**src/include/smi_defs.vh**
```
// Constants for the shared memory interface
`ifndef SMI_DEFS_VH
`define SMI_DEFS_VH
// Register offset and field layout of memory_cycle_config
`define SMI_CFG_OFFSET 8'h32
`define SMI_CFG_RESET 16'h0044
`define SMI_CFG_P_LO 0
`define SMI_CFG_P_HI 3
`define SMI_CFG_ORG_LO 4
`define SMI_CFG_ORG_HI 6
`define SMI_CFG_REF_LO 8
`define SMI_CFG_REF_HI 15
// Memory organisations
`define SMI_ORG_S128 3'h0
`define SMI_ORG_S512 3'h1
`define SMI_ORG_D256 3'h2
`define SMI_ORG_D1M 3'h3
`define SMI_ORG_D4M 3'h4
// Requesters, index is priority (0 highest)
`define SMI_REQ_RXDMA 0
`define SMI_REQ_CPU 1
`define SMI_REQ_TXDMA 2
`define SMI_REQ_INTC 3
`define SMI_REQ_REFR 4
`define SMI_NREQ 5
// Token pulse
`define SMI_TOKEN_NS 30
`define SMI_CLK_PERIOD_NS 10
// Refresh interval unit: last count of a ref_clk divider from 0 (one unit is 17 cycles)
`define SMI_REF_UNIT 8'h10
`endif

```
**src/hdl/smi_mem_if.v**
```verilog
// Shared memory interface: decode, cycle timing, refresh, arbitration
// Functional notes
// DRAM space up to 16 Mbyte, SRAM space up to 1 Mbyte.
// Every memory location is one 16-bit word.
// Each memory cycle lasts p periods of the crystal clock; the sequencer takes p per phase, 2p+1 in all.
// SRAM uses 19 address lines and 8 byte chip enables.
// 128Kx8 SRAM enable index is address bits 19, 18, 0.
// 128Kx8 SRAM address lines 0-16 carry processor bits 1-17.
// 512K SRAM address carries bits 1-19; enable follows bit 0.
// DRAM uses 11 muxed lines, 4 row and 2 column strobes.
// Row-strobe-only refresh at a programmable rate.
// 256K DRAM: row strobe from bits 20,19; 9-bit row/column.
// 1M DRAM: row strobe from bits 22,20; 10-bit row/column.
// 4M DRAM: bit 23 picks row strobe; 11-bit row/column.
// Priority: rx DMA, processor, tx DMA, interrupts, refresh.
// When done, pass token by a 30 ns pulse on token output.
// Processor uses second select for memory, first for registers.
// Start cycles only while holding the token; release before passing.
// Unused enables and strobes stay high outside their cycle.
`timescale 1ns/1ps
`default_nettype none
`include "smi_defs.vh"
module smi_mem_if #(
    parameter AW = 24,
    parameter CLK_NS = `SMI_CLK_PERIOD_NS
) (
    input wire ref_clk,
    input wire reset,
    input wire register_select,
    input wire reg_wr,
    input wire [7:0] reg_addr,
    input wire [15:0] reg_wdata,
    output reg [15:0] reg_rdata,
    input wire shared_memory_select,
    input wire [AW-1:0] cpu_addr,
    input wire upper_byte_strobe,
    input wire lower_byte_strobe,
    input wire rxdma_req,
    input wire [AW-1:0] rxdma_addr,
    input wire txdma_req,
    input wire [AW-1:0] txdma_addr,
    input wire intc_req,
    input wire [AW-1:0] intc_addr,
    output reg [4:0] grant_r,
    output reg [4:0] done_r,
    input wire token_input,
    output reg token_output,
    output reg busy_r,
    output reg [18:0] memory_address_line,
    output reg [7:0] byte_chip_enable_n,
    output reg [3:0] row_strobe_n,
    output reg [1:0] column_strobe_n
);
    // ==========================================================
    // Constants
    localparam [31:0] TOK_CYC_RAW = (`SMI_TOKEN_NS + CLK_NS - 1) / CLK_NS;
    localparam [3:0] TOK_CYC = (TOK_CYC_RAW < 1) ? 4'h1 : TOK_CYC_RAW[3:0];
    localparam ST_IDLE = 2'h0;
    localparam ST_ROW = 2'h1;
    localparam ST_COL = 2'h2;
    localparam ST_END = 2'h3;

    // ==========================================================
    // Registers and input synchronisers
    reg [15:0] cfg_r;
    reg [1:0] state_r;
    reg [3:0] cnt_r;
    reg [AW-1:0] addr_r;
    reg [1:0] bytes_r;
    reg refcyc_r;
    reg [7:0] ref_div_r;
    reg [7:0] ref_cnt_r;
    reg ref_pend_r;
    reg [10:0] ref_row_r;
    reg [2:0] tok_sync_r;
    reg have_token_r;
    reg [3:0] tok_cnt_r;
    reg [2:0] cpu_sync_r;
    reg cpu_lvl_r;
    reg cpu_hold_r;
    wire cpu_agree = (cpu_sync_r[1] == cpu_sync_r[2]);
    wire [4:0] grant;
    wire [2:0] org = cfg_r[`SMI_CFG_ORG_HI:`SMI_CFG_ORG_LO];
    wire [3:0] p_cyc = cfg_r[`SMI_CFG_P_HI:`SMI_CFG_P_LO];
    wire is_dram = (org == `SMI_ORG_D256) || (org == `SMI_ORG_D1M) ||
        (org == `SMI_ORG_D4M);

    // Register port: memory_cycle_config write and read back
    always @(posedge ref_clk)
    begin
        if (reset)
            cfg_r <= `SMI_CFG_RESET;
        else if (register_select && reg_wr && reg_addr == `SMI_CFG_OFFSET)
            cfg_r <= reg_wdata;
    end
    always @(posedge ref_clk)
    begin
        if (reset)
            reg_rdata <= 16'h0000;
        else
            reg_rdata <= (register_select && reg_addr == `SMI_CFG_OFFSET) ?
                cfg_r : 16'h0000;
    end

    // Pins through three flops; a settled select rise asks for one cycle
    always @(posedge ref_clk)
    begin
        if (reset)
        begin
            tok_sync_r <= 3'h0;
            cpu_sync_r <= 3'h0;
            cpu_lvl_r <= 1'b0;
            cpu_hold_r <= 1'b0;
        end
        else
        begin
            tok_sync_r <= {tok_sync_r[1:0], token_input};
            cpu_sync_r <= {cpu_sync_r[1:0], shared_memory_select};
            if (cpu_agree)
                cpu_lvl_r <= cpu_sync_r[2];
            if (cpu_agree && cpu_sync_r[2] && !cpu_lvl_r)
                cpu_hold_r <= 1'b1;
            else if (grant[`SMI_REQ_CPU])
                cpu_hold_r <= 1'b0;
        end
    end
    wire tok_rise = tok_sync_r[1] & tok_sync_r[2] & ~have_token_r &
        (tok_cnt_r == 4'h0);

    // ==========================================================
    // Refresh timer
    always @(posedge ref_clk)
    begin
        if (reset)
        begin
            ref_div_r <= 8'h00;
            ref_cnt_r <= 8'h00;
            ref_pend_r <= 1'b0;
        end
        else
        begin
            ref_div_r <= (ref_div_r == `SMI_REF_UNIT) ? 8'h00 :
                ref_div_r + 8'h01;
            if ((refcyc_r && state_r == ST_END) || !is_dram)
                ref_pend_r <= 1'b0;
            if (is_dram && ref_div_r == `SMI_REF_UNIT)
            begin
                if (ref_cnt_r >= cfg_r[`SMI_CFG_REF_HI:`SMI_CFG_REF_LO])
                begin
                    ref_cnt_r <= 8'h00;
                    ref_pend_r <= 1'b1;
                end
                else
                    ref_cnt_r <= ref_cnt_r + 8'h01;
            end
        end
    end

    // ==========================================================
    // Arbitration
    wire [4:0] reqs = {ref_pend_r, intc_req, txdma_req, cpu_hold_r, rxdma_req};
    smi_arbiter #(.N(`SMI_NREQ)) u_arb (
        .req(reqs),
        .enable(state_r == ST_IDLE && have_token_r),
        .grant(grant)
    );
    // Address of the winning requester
    wire [AW-1:0] sel_addr = grant[`SMI_REQ_RXDMA] ? rxdma_addr :
        grant[`SMI_REQ_CPU] ? cpu_addr :
        grant[`SMI_REQ_TXDMA] ? txdma_addr :
        grant[`SMI_REQ_INTC] ? intc_addr : {AW{1'b0}};

    // ==========================================================
    // Address decode
    reg [7:0] ce_dec;
    reg [3:0] ras_dec;
    reg [18:0] row_a;
    reg [18:0] col_a;
    // Byte enables, row strobe and multiplexed address per organisation
    always @*
    begin
        ce_dec = 8'hff;
        ras_dec = 4'hf;
        row_a = 19'h00000;
        col_a = 19'h00000;
        case (org)
            `SMI_ORG_S128:
            begin
                ce_dec[{addr_r[19], addr_r[18], addr_r[0]}] = 1'b0;
                row_a = {2'h0, addr_r[17:1]};
            end
            `SMI_ORG_S512:
            begin
                ce_dec[addr_r[0]] = 1'b0;
                row_a = addr_r[19:1];
            end
            `SMI_ORG_D256:
            begin
                ras_dec[{addr_r[20], addr_r[19]}] = 1'b0;
                row_a = {10'h000, addr_r[18:10]};
                col_a = {10'h000, addr_r[9:1]};
            end
            `SMI_ORG_D1M:
            begin
                ras_dec[{addr_r[22], addr_r[20]}] = 1'b0;
                row_a = {9'h000, addr_r[20:11]};
                col_a = {9'h000, addr_r[10:1]};
            end
            `SMI_ORG_D4M:
            begin
                ras_dec[{1'b0, addr_r[23]}] = 1'b0;
                row_a = {8'h00, addr_r[22:12]};
                col_a = {8'h00, addr_r[11:1]};
            end
            default: ce_dec = 8'hff;
        endcase
    end

    // ==========================================================
    // Memory cycle sequencer, p crystal periods per phase
    always @(posedge ref_clk)
    begin
        if (reset)
        begin
            state_r <= ST_IDLE;
            cnt_r <= 4'h0;
            addr_r <= {AW{1'b0}};
            bytes_r <= 2'h0;
            refcyc_r <= 1'b0;
            busy_r <= 1'b0;
            grant_r <= 5'h00;
            done_r <= 5'h00;
            ref_row_r <= 11'h000;
            memory_address_line <= 19'h00000;
            byte_chip_enable_n <= 8'hff;
            row_strobe_n <= 4'hf;
            column_strobe_n <= 2'h3;
        end
        else
        begin
            done_r <= 5'h00;
            case (state_r)
                ST_IDLE:
                begin
                    byte_chip_enable_n <= 8'hff;
                    row_strobe_n <= 4'hf;
                    column_strobe_n <= 2'h3;
                    if (grant != 5'h00)
                    begin
                        grant_r <= grant;
                        addr_r <= sel_addr;
                        // Word access unless a single byte strobe
                        bytes_r <= (grant[`SMI_REQ_CPU] &&
                            (upper_byte_strobe ^ lower_byte_strobe)) ?
                            {upper_byte_strobe, lower_byte_strobe} :
                            2'h3;
                        refcyc_r <= grant[`SMI_REQ_REFR];
                        busy_r <= 1'b1;
                        cnt_r <= 4'h0;
                        state_r <= ST_ROW;
                    end
                end
                ST_ROW:
                begin
                    memory_address_line <= refcyc_r ?
                        {8'h00, ref_row_r} : row_a;
                    if (refcyc_r)
                        row_strobe_n <= 4'h0;
                    else if (is_dram)
                        row_strobe_n <= ras_dec;
                    else
                        byte_chip_enable_n <= ce_dec;
                    cnt_r <= (cnt_r + 4'h1 >= p_cyc) ? 4'h0 : cnt_r + 4'h1;
                    if (cnt_r + 4'h1 >= p_cyc)
                        state_r <= ST_COL;
                end
                ST_COL:
                begin
                    if (is_dram && !refcyc_r)
                    begin
                        memory_address_line <= col_a;
                        column_strobe_n <= ~bytes_r;
                    end
                    cnt_r <= cnt_r + 4'h1;
                    if (cnt_r + 4'h1 >= p_cyc)
                        state_r <= ST_END;
                end
                default:
                begin
                    byte_chip_enable_n <= 8'hff;
                    row_strobe_n <= 4'hf;
                    column_strobe_n <= 2'h3;
                    if (refcyc_r)
                        ref_row_r <= ref_row_r + 11'h001;
                    done_r <= grant_r;
                    grant_r <= 5'h00;
                    busy_r <= 1'b0;
                    state_r <= ST_IDLE;
                end
            endcase
        end
    end

    // ==========================================================
    // Token ring: hold token, pass when idle with no requests
    always @(posedge ref_clk)
    begin
        if (reset)
        begin
            have_token_r <= 1'b0;
            tok_cnt_r <= 4'h0;
            token_output <= 1'b0;
        end
        else
        begin
            if (tok_rise)
                have_token_r <= 1'b1;
            else if (have_token_r && state_r == ST_IDLE && reqs == 5'h00)
            begin
                have_token_r <= 1'b0;
                tok_cnt_r <= TOK_CYC;
                token_output <= 1'b1;
            end
            else if (tok_cnt_r != 4'h0)
            begin
                tok_cnt_r <= tok_cnt_r - 4'h1;
                if (tok_cnt_r == 4'h1)
                    token_output <= 1'b0;
            end
        end
    end
endmodule
`default_nettype wire

```
**src/hdl/smi_arbiter.v**
```verilog
// Fixed-priority arbiter for shared memory requesters
`timescale 1ns/1ps
`default_nettype none
`include "smi_defs.vh"
module smi_arbiter #(
    parameter N = `SMI_NREQ
) (
    input wire [N-1:0] req,
    input wire enable,
    output reg [N-1:0] grant
);
    integer i;
    reg found;
    // Lowest index wins
    always @*
    begin
        grant = {N{1'b0}};
        found = 1'b0;
        for (i = 0; i < N; i = i + 1)
        begin
            if (enable && req[i] && !found)
            begin
                grant[i] = 1'b1;
                found = 1'b1;
            end
        end
    end
endmodule
`default_nettype wire

```
**config.mk**
```make
export PLATFORM = sky130hd
export DESIGN_NAME = smi_mem_if
export DESIGN_NICKNAME = d
export VERILOG_FILES = /design/src/hdl/smi_mem_if.v /design/src/hdl/smi_arbiter.v
export VERILOG_INCLUDE_DIRS = /design/src /design/src/include
export SDC_FILE = /design/constraint.sdc
export NUM_CORES = 1
export LEC_CHECK = 0
export BUFFER_PORTS_ARGS = -buffer_cell sky130_fd_sc_hd__clkbuf_2
export CAP_MARGIN = 15
export CORE_MARGIN = 10
export CORE_UTILIZATION = 59
export CTS_BUF_LIST = sky130_fd_sc_hd__clkbuf_8
export CTS_CLUSTER_SIZE = 30
export DETAILED_ROUTE_END_ITERATION = 6
export PLACE_DENSITY = 0.84
export SLEW_MARGIN = 10
export SYNTH_ARGS = -nofsm -noshare
export SYNTH_HDL_FRONTEND = slang
export SYNTH_SLANG_ARGS = --single-unit
```
**constraint.sdc**
```tcl
create_clock -name ref_clk -period 3.5 [get_ports ref_clk]
set_input_delay 0.35 -clock ref_clk [delete_from_list [all_inputs] [get_ports ref_clk]]
set_output_delay 0.35 -clock ref_clk [all_outputs]
set_load 0.01 [all_outputs]
```
== After elaboration in Yosys (flattened, before gate mapping) ==
Index checks and enable logic that the tools add are counted.
Operators by class
  reductions and logical operators: 63
  mux-type cells: 62
  bitwise gates (word level): 17
  $lt $le $gt $ge: 12
  eq/ne operators: 18
  add/subtract/negate cells: 5
Operators by type and width (count)
  24-bit two-way mux: 4
  19-bit one-hot mux with 5 select lines: 1
  19-bit two-way mux: 2
  19-bit one-hot mux with 2 select lines: 1
  11-bit one-hot mux with 3 select lines: 1
  8-bit one-hot mux with 2 select lines: 2
  1-bit logical AND: 25
  1-bit two-way mux: 24
  4-bit two-way mux: 6
  8-bit two-way mux: 3
  4-bit one-hot mux with 3 select lines: 2
  8-bit by 1-bit adder with 8-bit output (second input constant): 2
  2-bit AND reduction: 8
  2-bit inequality test (second input constant): 6
  11-bit by 1-bit adder with 11-bit output (second input constant): 1
  2-bit two-way mux: 5
  5-bit one-hot mux with 2 select lines: 1
  2-bit nonzero test: 5
  3-bit AND reduction: 3
  8-bit by 5-bit equality test with 1-bit output (second input constant): 1
  8-bit by 6-bit equality test with 1-bit output (second input constant): 1
  8-bit >= comparator: 1
  2-bit inverter with 8-bit output: 1
  4-bit inverter: 2
  44 further kinds: 69
Storage, ports and cells
  input port bits: 131
  word-level logic and storage cells: 202
  register bits after elaboration: 151
  output and inout bits: 61

== Depth between registers and ports, before layout ==
Gate-level depths: netlist (run 1).
  word-level depth: 19
  mapped depth: 10
  mapped depth without buffers: 8

== Modules after synthesis ==
A second synthesis (run 1) with hierarchy kept.
Second synthesis, totals
  cells, all modules: 917
  area, all modules: 7663.6 sq um
Modules (own cells, without submodules)
  smi_mem_if: seq. area each 3022.9 sq um, instances 1, cells an instance 909, area an instance 7584.8 sq um
  smi_arbiter: seq. area each 0.0 sq um, instances 1, cells an instance 8, area an instance 78.8 sq um

== Least setup slack after synthesis (run 1) ==
No wires, ideal clock.
  path type: reg2reg
  start: register cnt_r[0]
  end: register cnt_r[3]
  stages on the path, launching flop included: 9
  arrival time: 2019 ps
  clock period less this slack: 2089 ps
  setup time: 70 ps
  buffers on the path: 0
  slack: 1411 ps
  required time: 3430 ps
  path through: dfxtp_1 -> ha_1 -> xor2_1 -> ha_1 -> a21oi_1 -> o21ai_0 -> a31o_2 -> or3b_2 -> a21oi_1
On the way
  longest elaborated chain between the ends: 4
Ends and longest elaborated chain
  start, declared: RTL line smi_mem_if.v:67  | reg [3:0] cnt_r;
  start signal, assigned: RTL line smi_mem_if.v:273  | cnt_r <= (cnt_r + 4'h1 >= p_cyc) ? 4'h0 : cnt_r + 4'h1;
  start signal, assigned: RTL line smi_mem_if.v:284  | cnt_r <= cnt_r + 4'h1;
  4-bit by 1-bit adder with 4-bit output *: RTL line smi_mem_if.v:273, smi_mem_if.v:284
  4-bit >= comparator: RTL line smi_mem_if.v:273
  4-bit two-way mux: RTL line smi_mem_if.v:273
  4-bit one-hot mux with 3 select lines *: RTL line smi_mem_if.v:242  | case (state_r)
Every way passes the cells marked *; elsewhere a longest branch is shown, timed or not.
A chain may end at the register's enable or synchronous reset.

== Worst setup path in the final report (run 1) ==
  start: register state_r[0]
  end: register memory_address_line[3]
On the way
  longest elaborated chain between the ends: 3
  elaborated cells on any way between the ends: 6
  those cells by class: 3 x eq/ne; 1 x mux; 2 x reduce/logical
Ends and longest elaborated chain
  start, declared: RTL line smi_mem_if.v:66  | reg [1:0] state_r;
  start signal, assigned: RTL line smi_mem_if.v:225  | state_r <= ST_IDLE;
  start signal, assigned: RTL line smi_mem_if.v:260  | state_r <= ST_ROW;
  start signal, assigned: RTL line smi_mem_if.v:275  | state_r <= ST_COL;
  2-bit equality test / 2-bit by 1-bit equality test with 1-bit output (equally long branches): RTL line smi_mem_if.v:242
  2-bit inequality test (no source line) / 2-bit nonzero test (equally long branches)
  2-bit AND reduction (no source line)
  end signal, assigned: RTL line smi_mem_if.v:265  | memory_address_line <= refcyc_r ?
  end signal, assigned: RTL line smi_mem_if.v:281  | memory_address_line <= col_a;
  end, declared: RTL line smi_mem_if.v:49  | output reg [18:0] memory_address_line,
Several ways; a longest one is shown, not always the timed one.

==> flow_summary.yaml, run 1 <==
run_status:
  status: "finished clean"
synth:
  syn_nets: 1048
  yosys_warnings: 0
  synth_cells: 891
  synth.distinct_cells: 67
  synth_flop_cell: "dfxtp_1"
  synth_edf_count: 0
  syn_avg_cell_area_um2: 8.27
  synth_seq_cells: 151
  syn_area_um2: 7360
  seq_area_frac_synth_pct: 41.0
  synthArstFlopShare_pct: 0
sta:
  fin_crit_sh_pct: 74.2
  tightest_slew_ns: 0.950
  finalSetupViolations: 0
  fin_worst_skew_ns: 0.00852
  relSlewSlack_pct: 36.7
  fmax_mhz: 385
  grt_setup_unrepaired: "false"
  drv_slew: 0
  period_minus_slack_ns: 2.60
  finalHoldViolations: 0
  setup_tns_ns: 0
finish:
  drive_above_1_share_pct: 22.1
  layout.nets: 1205
  final_area_um2: 8660
  num-fill-cells: 1054
  syn_to_final_growth_pct: 17.6
clock_network:
  insertion_delay_ns: 0.45
  clock_path_buffers: 2
  postCtsHoldBufs: 0
  clockRootBuffer: "clkbuf_8"
  cts_tree: "done"
  path_clk_slew_ns: 0.08
  htree_num_levels: 4
  cts.sinks: 151
  cts_setup_buffers: 0
  post_cts_resized: 0
  cts_buffers: 17
routing:
  drtAntennaViolNets: 0
  vias_per_cell: 5.79
  drt_first_pass_iters: 6
  drc_errors: 0
  postRouteWirelength_um: 21300
  drt_iter0_drc: 586
  via_count: 7118
  wl_per_cell_um: 17.3
pwr:
  sw_frac_of_total_pct: 27.9
  p_seq_share_pct: 51.6
  cellLeakagePower_nw: 3.44
  max-vdd-ir-drop_v: 0.000302
  switchingPower_w: 0.00100
  power.internal_w: 0.00259
  total_power_w: 0.00360
  comb_power_share_pct: 16.5
  p_clk_share_pct: 31.9
  p_per_area_nw_per_um2: 415
global_route:
  grt_util_all_layers_pct: 24.0
  grt_overflow: 0
  grt_start_max_net_pins: 123
  antenna_found_initial: 1
  grt_pass1_wl_um: 34800
  grt_pass1_vias: 7028
setup_path:
  max_stage_delay_ns: 0.67
  crit_slowest_cell: "a21o_1"
  cp-end-kind: "flip-flop"
  path_max_fanout: 29
  startpoint_type: "flip-flop"
  cp_cell_sequence: "inv_1 > ha_1 > nor2b_1 > a21o_1 > nor2_1 > a311oi_1"
  required_ns: 3.85
  crit_type: "reg -> reg"
  cp.arrival_ns: 2.94
die:
  die_x_um: 132
  num_rows: 40
  ios: 192
  die_h_um: 132
  die_area_um2: 17400
  core_area_um2: 12100
  initial_core_util_pct: 60.8
placement:
  dp_hpwl_um: 16100
  port-buffer-count: 191
  gp_congestion: 0.850
  place_area_um2: 8320
worst_hold_path:
  hp-class: "in -> reg"
job:
  cap_viol_max_count: 0
[power groups by stage]
stage	Combinational, W	Clock [W]	Sequential (W)
3_5_place_dp	0.000590	0	0.00189
6_report	0.000593	0.00115	0.00185
3_3_place_gp	0.000577	0	0.00189
4_1_cts	0.000592	0.00116	0.00185
2_1_floorplan	0.000384	0	0.00189
5_1_grt	0.000662	0.00124	0.00186
[placed cells by master, fill, tap and decap left out, types with 6 or more instances in the layout]
| master | Yosys | final |
|---|---|---|
| inv_1 | 33 | 43 |
| mux2i_1 | 9 | 9 |
| a311oi_1 | 9 | 9 |
| and2_1 | 14 | 14 |
| and3_1 | 10 | 10 |
| a221oi_1 | 13 | 13 |
| nor2b_1 | 15 | 15 |
| buf_4 | 2 | 6 |
| nor2_1 | 83 | 83 |
| dfxtp_1 | 151 | 151 |
| nand2_1 | 92 | 92 |
| nand3_1 | 38 | 38 |
| a221o_1 | 13 | 13 |
| nor3_1 | 30 | 30 |
| xor2_1 | 12 | 12 |
| a21oi_1 | 103 | 103 |
| nand4_1 | 7 | 7 |
| ha_1 | 26 | 26 |
| clkbuf_8 | 0 | 18 |
| a22oi_1 | 20 | 20 |
| nand2b_1 | 22 | 22 |
| clkbuf_2 | 0 | 190 |
| a21o_1 | 7 | 7 |
| o21ai_0 | 39 | 39 |
| a31oi_1 | 8 | 8 |
[Yosys cell counts (5+ instances only)]
| library cell | number | area (um2) |
|---|---|---|
| a22oi_1 | 20 | 150 |
| a31oi_1 | 8 | 50.1 |
| xor2_1 | 12 | 105 |
| clkbuf_1 | 38 | 143 |
| a21o_1 | 7 | 52.6 |
| dfxtp_1 | 151 | 3020 |
| nand3_1 | 38 | 190 |
| a221o_1 | 13 | 130 |
| o211ai_1 | 5 | 37.5 |
| buf_2 | 12 | 60.1 |
| a311oi_1 | 9 | 78.8 |
| nand2b_1 | 22 | 138 |
| inv_1 | 33 | 124 |
| and2_1 | 14 | 87.6 |
| o21ai_0 | 39 | 195 |
| nor2b_1 | 15 | 93.8 |
| xnor2_1 | 5 | 43.8 |
| nand4_1 | 7 | 43.8 |
| and3_1 | 10 | 62.6 |
| a221oi_1 | 13 | 114 |
| a21oi_1 | 103 | 515 |
| nor2_1 | 83 | 312 |
| nand2_1 | 92 | 345 |
| ha_1 | 26 | 325 |
| mux2i_1 | 9 | 90.1 |
| nor3_1 | 30 | 150 |
[final timing paths]
path            startpoint                     end  slack, ns  cells after the start
max reg2reg     state_r[0]  memory_address_line[3]       0.90                      6
min reg2reg  tok_sync_r[0]           tok_sync_r[1]       0.44                      1
min            token_input           tok_sync_r[0]       0.10                      2
max             state_r[0]  memory_address_line[3]       0.90                      6
[cells by family after synthesis]
group,count (synthesis),share of synthesized area [%]
simple gates,343,23.0
compound gates,252,22.9
flops,151,41.0
buf+inv,92,5.30
fa+ha+maj,26,4.42
xor+xnor,17,2.02
mux,10,1.38
[critical path, delay by kind of cell, from the launching register on]
kind	cells	cell delay [ns]
AND/OR/NAND/NOR	2	0.47
buffers and inverters	1	0.09
adder cells (fa/ha/maj)	1	0.53
flip-flops	1	0.41
AO/OA/AOI/OAI	2	0.98
[metal layers]
metal	part of all wire, %	GRT usage, %
met5	0	0
met4	3.0	9.77
met2	46	38.9
met3	10	9.34
met1	41	27.8
[flip-flops by register name, indices dropped and copies added (netlist names), 2 cells and up]
register	cells
addr_r	24
byte_chip_enable_n	8
bytes_r	2
cfg_r	16
cnt_r	4
column_strobe_n	2
cpu_sync_r	3
done_r	5
grant_r	5
memory_address_line	19
ref_cnt_r	8
ref_div_r	8
ref_row_r	11
reg_rdata	16
row_strobe_n	4
state_r	2
tok_cnt_r	4
tok_sync_r	3
[final cells by class]
| cell class | instances | area, um2 | share of cell area, % |
|---|---|---|---|
| Multi-Input combinational cell | 648 | 3950 | 45.6 |
| Sequential cell | 151 | 3020 | 34.9 |
| Timing Repair Buffer | 197 | 1020 | 11.7 |
| Clock buffer | 18 | 248 | 2.86 |
| Tap cell | 168 | 210 | 2.43 |
| Inverter | 33 | 124 | 1.43 |
| Clock inverter | 14 | 82.6 | 0.954 |
| Antenna cell | 1 | 2.50 | 0.0289 |
[stage by stage]
stage	cells	util [%]	hold WS, ns	setup slack, ns
global route	1230	71.5	0.0990	0.690
global placement	1197	68.7	0.420	1.07
floorplan	891	-	0.414	1.41
finish	1230	71.5	0.104	0.903
detailed placement	1197	68.7	0.424	0.997
CTS	1229	71.5	0.0921	0.981
No activity file was read; power rests on OpenSTA's default activity.
==> run 2, diff against run 1 <==
- CORE_UTILIZATION: 59 -> 50
- PLACE_DENSITY: 0.84 -> 0.75
- clock period: 3.5 -> 2.3 ns (I/O delays scaled with it)
==> flow_summary.yaml, run 2 (same netlist as run 1, synthesis figures left out) <==
finish:
  syn_to_final_growth_pct: 24.5
  largest-register: "addr_r"
  final_common_cell: "clkbuf_2"
  diodes: 0
  drive_above_1_share_pct: 24.9
  final_area_um2: 9170
  layout.nets: 1256
  largest_reg_flops: 24
  final_cell_mix: "190 x clkbuf_2, 150 x dfxtp_1, 103 x a21oi_1"
  reg.largest.list: "addr_r: 24 flops, memory_address_line: 19 flops"
setup_path:
  crit_type: "reg -> reg"
  required_ns: 2.69
  max_stage_delay_ns: 0.45
  crit_slowest_cell: "or3b_2"
  cp-end-kind: "flip-flop"
  r2r_cells: 8
  cp.arrival_ns: 2.59
  path_max_fanout: 5
  startpoint_type: "flip-flop"
  cp_cell_sequence: "ha_1 > xor2_1 > ha_1 > a21oi_1 > o21ai_0 > a31o_2 > or3b_2 > a21oi_1"
placement:
  gp_congestion: 0.839
  port-buffer-count: 191
  dp_hpwl_um: 16400
  place_area_um2: 8600
  place_ws_ns: 0.0626
sta:
  relSlewSlack_pct: 48.7
  drv_slew: 0
  whs_ns: 0.0437
  finalHoldViolations: 0
  fin_worst_skew_ns: 0.00744
  tightest_slew_ns: 0.767
  finalSetupViolations: 0
  period_minus_slack_ns: 2.20
  setup_tns_ns: 0
  grt_setup_unrepaired: "false"
  fin_crit_sh_pct: 95.5
  fmax_mhz: 455
  setup_ws_ns: 0.104
routing:
  drt_iter0_drc: 595
  drtAntennaViolNets: 0
  wl_per_cell_um: 16.6
  drc_errors: 0
  drt_first_pass_iters: 6
  via_count: 7201
  vias_per_cell: 5.56
  postRouteWirelength_um: 21500
die:
  ios: 192
  core_area_um2: 14500
  initial_core_util_pct: 50.9
  num_rows: 44
  die_area_um2: 20000
  die_x_um: 141
  die_h_um: 141
clock_network:
  insertion_delay_ns: 0.46
  clockRootBuffer: "clkbuf_8"
  clock_path_buffers: 2
  cts_tree: "done"
  cts_setup_buffers: 0
  path_clk_slew_ns: 0.09
  cts.sinks: 151
  htree_num_levels: 4
  cts_buffers: 17
global_route:
  antenna_found_initial: 0
  grt_overflow: 0
  grt_pass1_vias: 7136
  grt_util_all_layers_pct: 21.4
  grt_pass1_wl_um: 35400
  grt_start_max_net_pins: 43
pwr:
  cellLeakagePower_nw: 3.67
  max-vdd-ir-drop_v: 0.000332
  p_per_area_nw_per_um2: 629
run_status:
  status: "finished clean"
worst_hold_path:
  hp-class: "in -> reg"
  min_path_cells: 3
job:
  cap_viol_max_count: 0
[run 2: changes by cell type in the layout (fill, tap and decap cells not counted), moves of 3 or more]
cell / delta
clkinvlp_4: +3
clkinv_2: -3
buf_4: +31
inv_6: +4
inv_1: -9
dlygate4sd3_1: +19
clkinv_4: +5
[run 2: worst max-delay path, delay by kind of cell, from the launching register on]
kind                     cells  cell delay (ns)
adder cells (fa/ha/maj)      2             0.53
AND/OR/NAND/NOR              1             0.45
XOR/XNOR                     1             0.15
AO/OA/AOI/OAI                4             0.65
flip-flops                   1             0.35
[run 2: timing repair]
item,CTS,global route
hold buffers,19,0
setup endpoints to repair,0,1
gates resized for setup,0,1
hold endpoints to repair,19,0
[run 2: path summary, 6_finish.rpt]
path	start	end	slack [ns]
worst min-delay path	lower_byte_strobe	bytes_r[0]	0.04
worst max register to register	cnt_r[0]	cnt_r[3]	0.10
worst max-delay path	cnt_r[0]	cnt_r[3]	0.10
worst min register to register	cpu_sync_r[0]	cpu_sync_r[1]	0.44
[run 2: cell type report]
class / instances / area, um2
clock inverter: 15 / 146
sequential: 151 / 3020
tap: 184 / 230
clock buffer: 17 / 234
timing repair buffer: 248 / 1460
fill: 1316 / 5310
inverter: 33 / 124
multi-input combinational: 648 / 3950
[run 2: per-layer routing]
metal / wire [um] / vias to the layer above / track usage (%)
li1: - / 3597 / -
met1: 9360 / 3288 / 26.0
met2: 9680 / 280 / 33.4
met3: 2010 / 36 / 8.04
met4: 441 / 0 / 8.15
met5: 0 / - / 0
[run 2: power by group]
group          internal [W]  leakage (nW)  switching, W  total [W]
Combinational      0.000454          2.26      0.000542   0.000997
Sequential          0.00273          1.22     0.0000866    0.00281
Clock              0.000877         0.187       0.00108    0.00196
Total               0.00406          3.67       0.00171    0.00577
[run 2: metrics by stage]
| step | util [%] | total power (W) | cells |
|---|---|---|---|
| detailed placement | 59.4 | 0.00384 | 1245 |
| CTS | 63.3 | 0.00583 | 1296 |
| floorplan | - | 0.00347 | 891 |
| global route | 63.3 | 0.00606 | 1296 |
| finish | 63.3 | 0.00577 | 1296 |
| global placement | 59.4 | 0.00382 | 1245 |
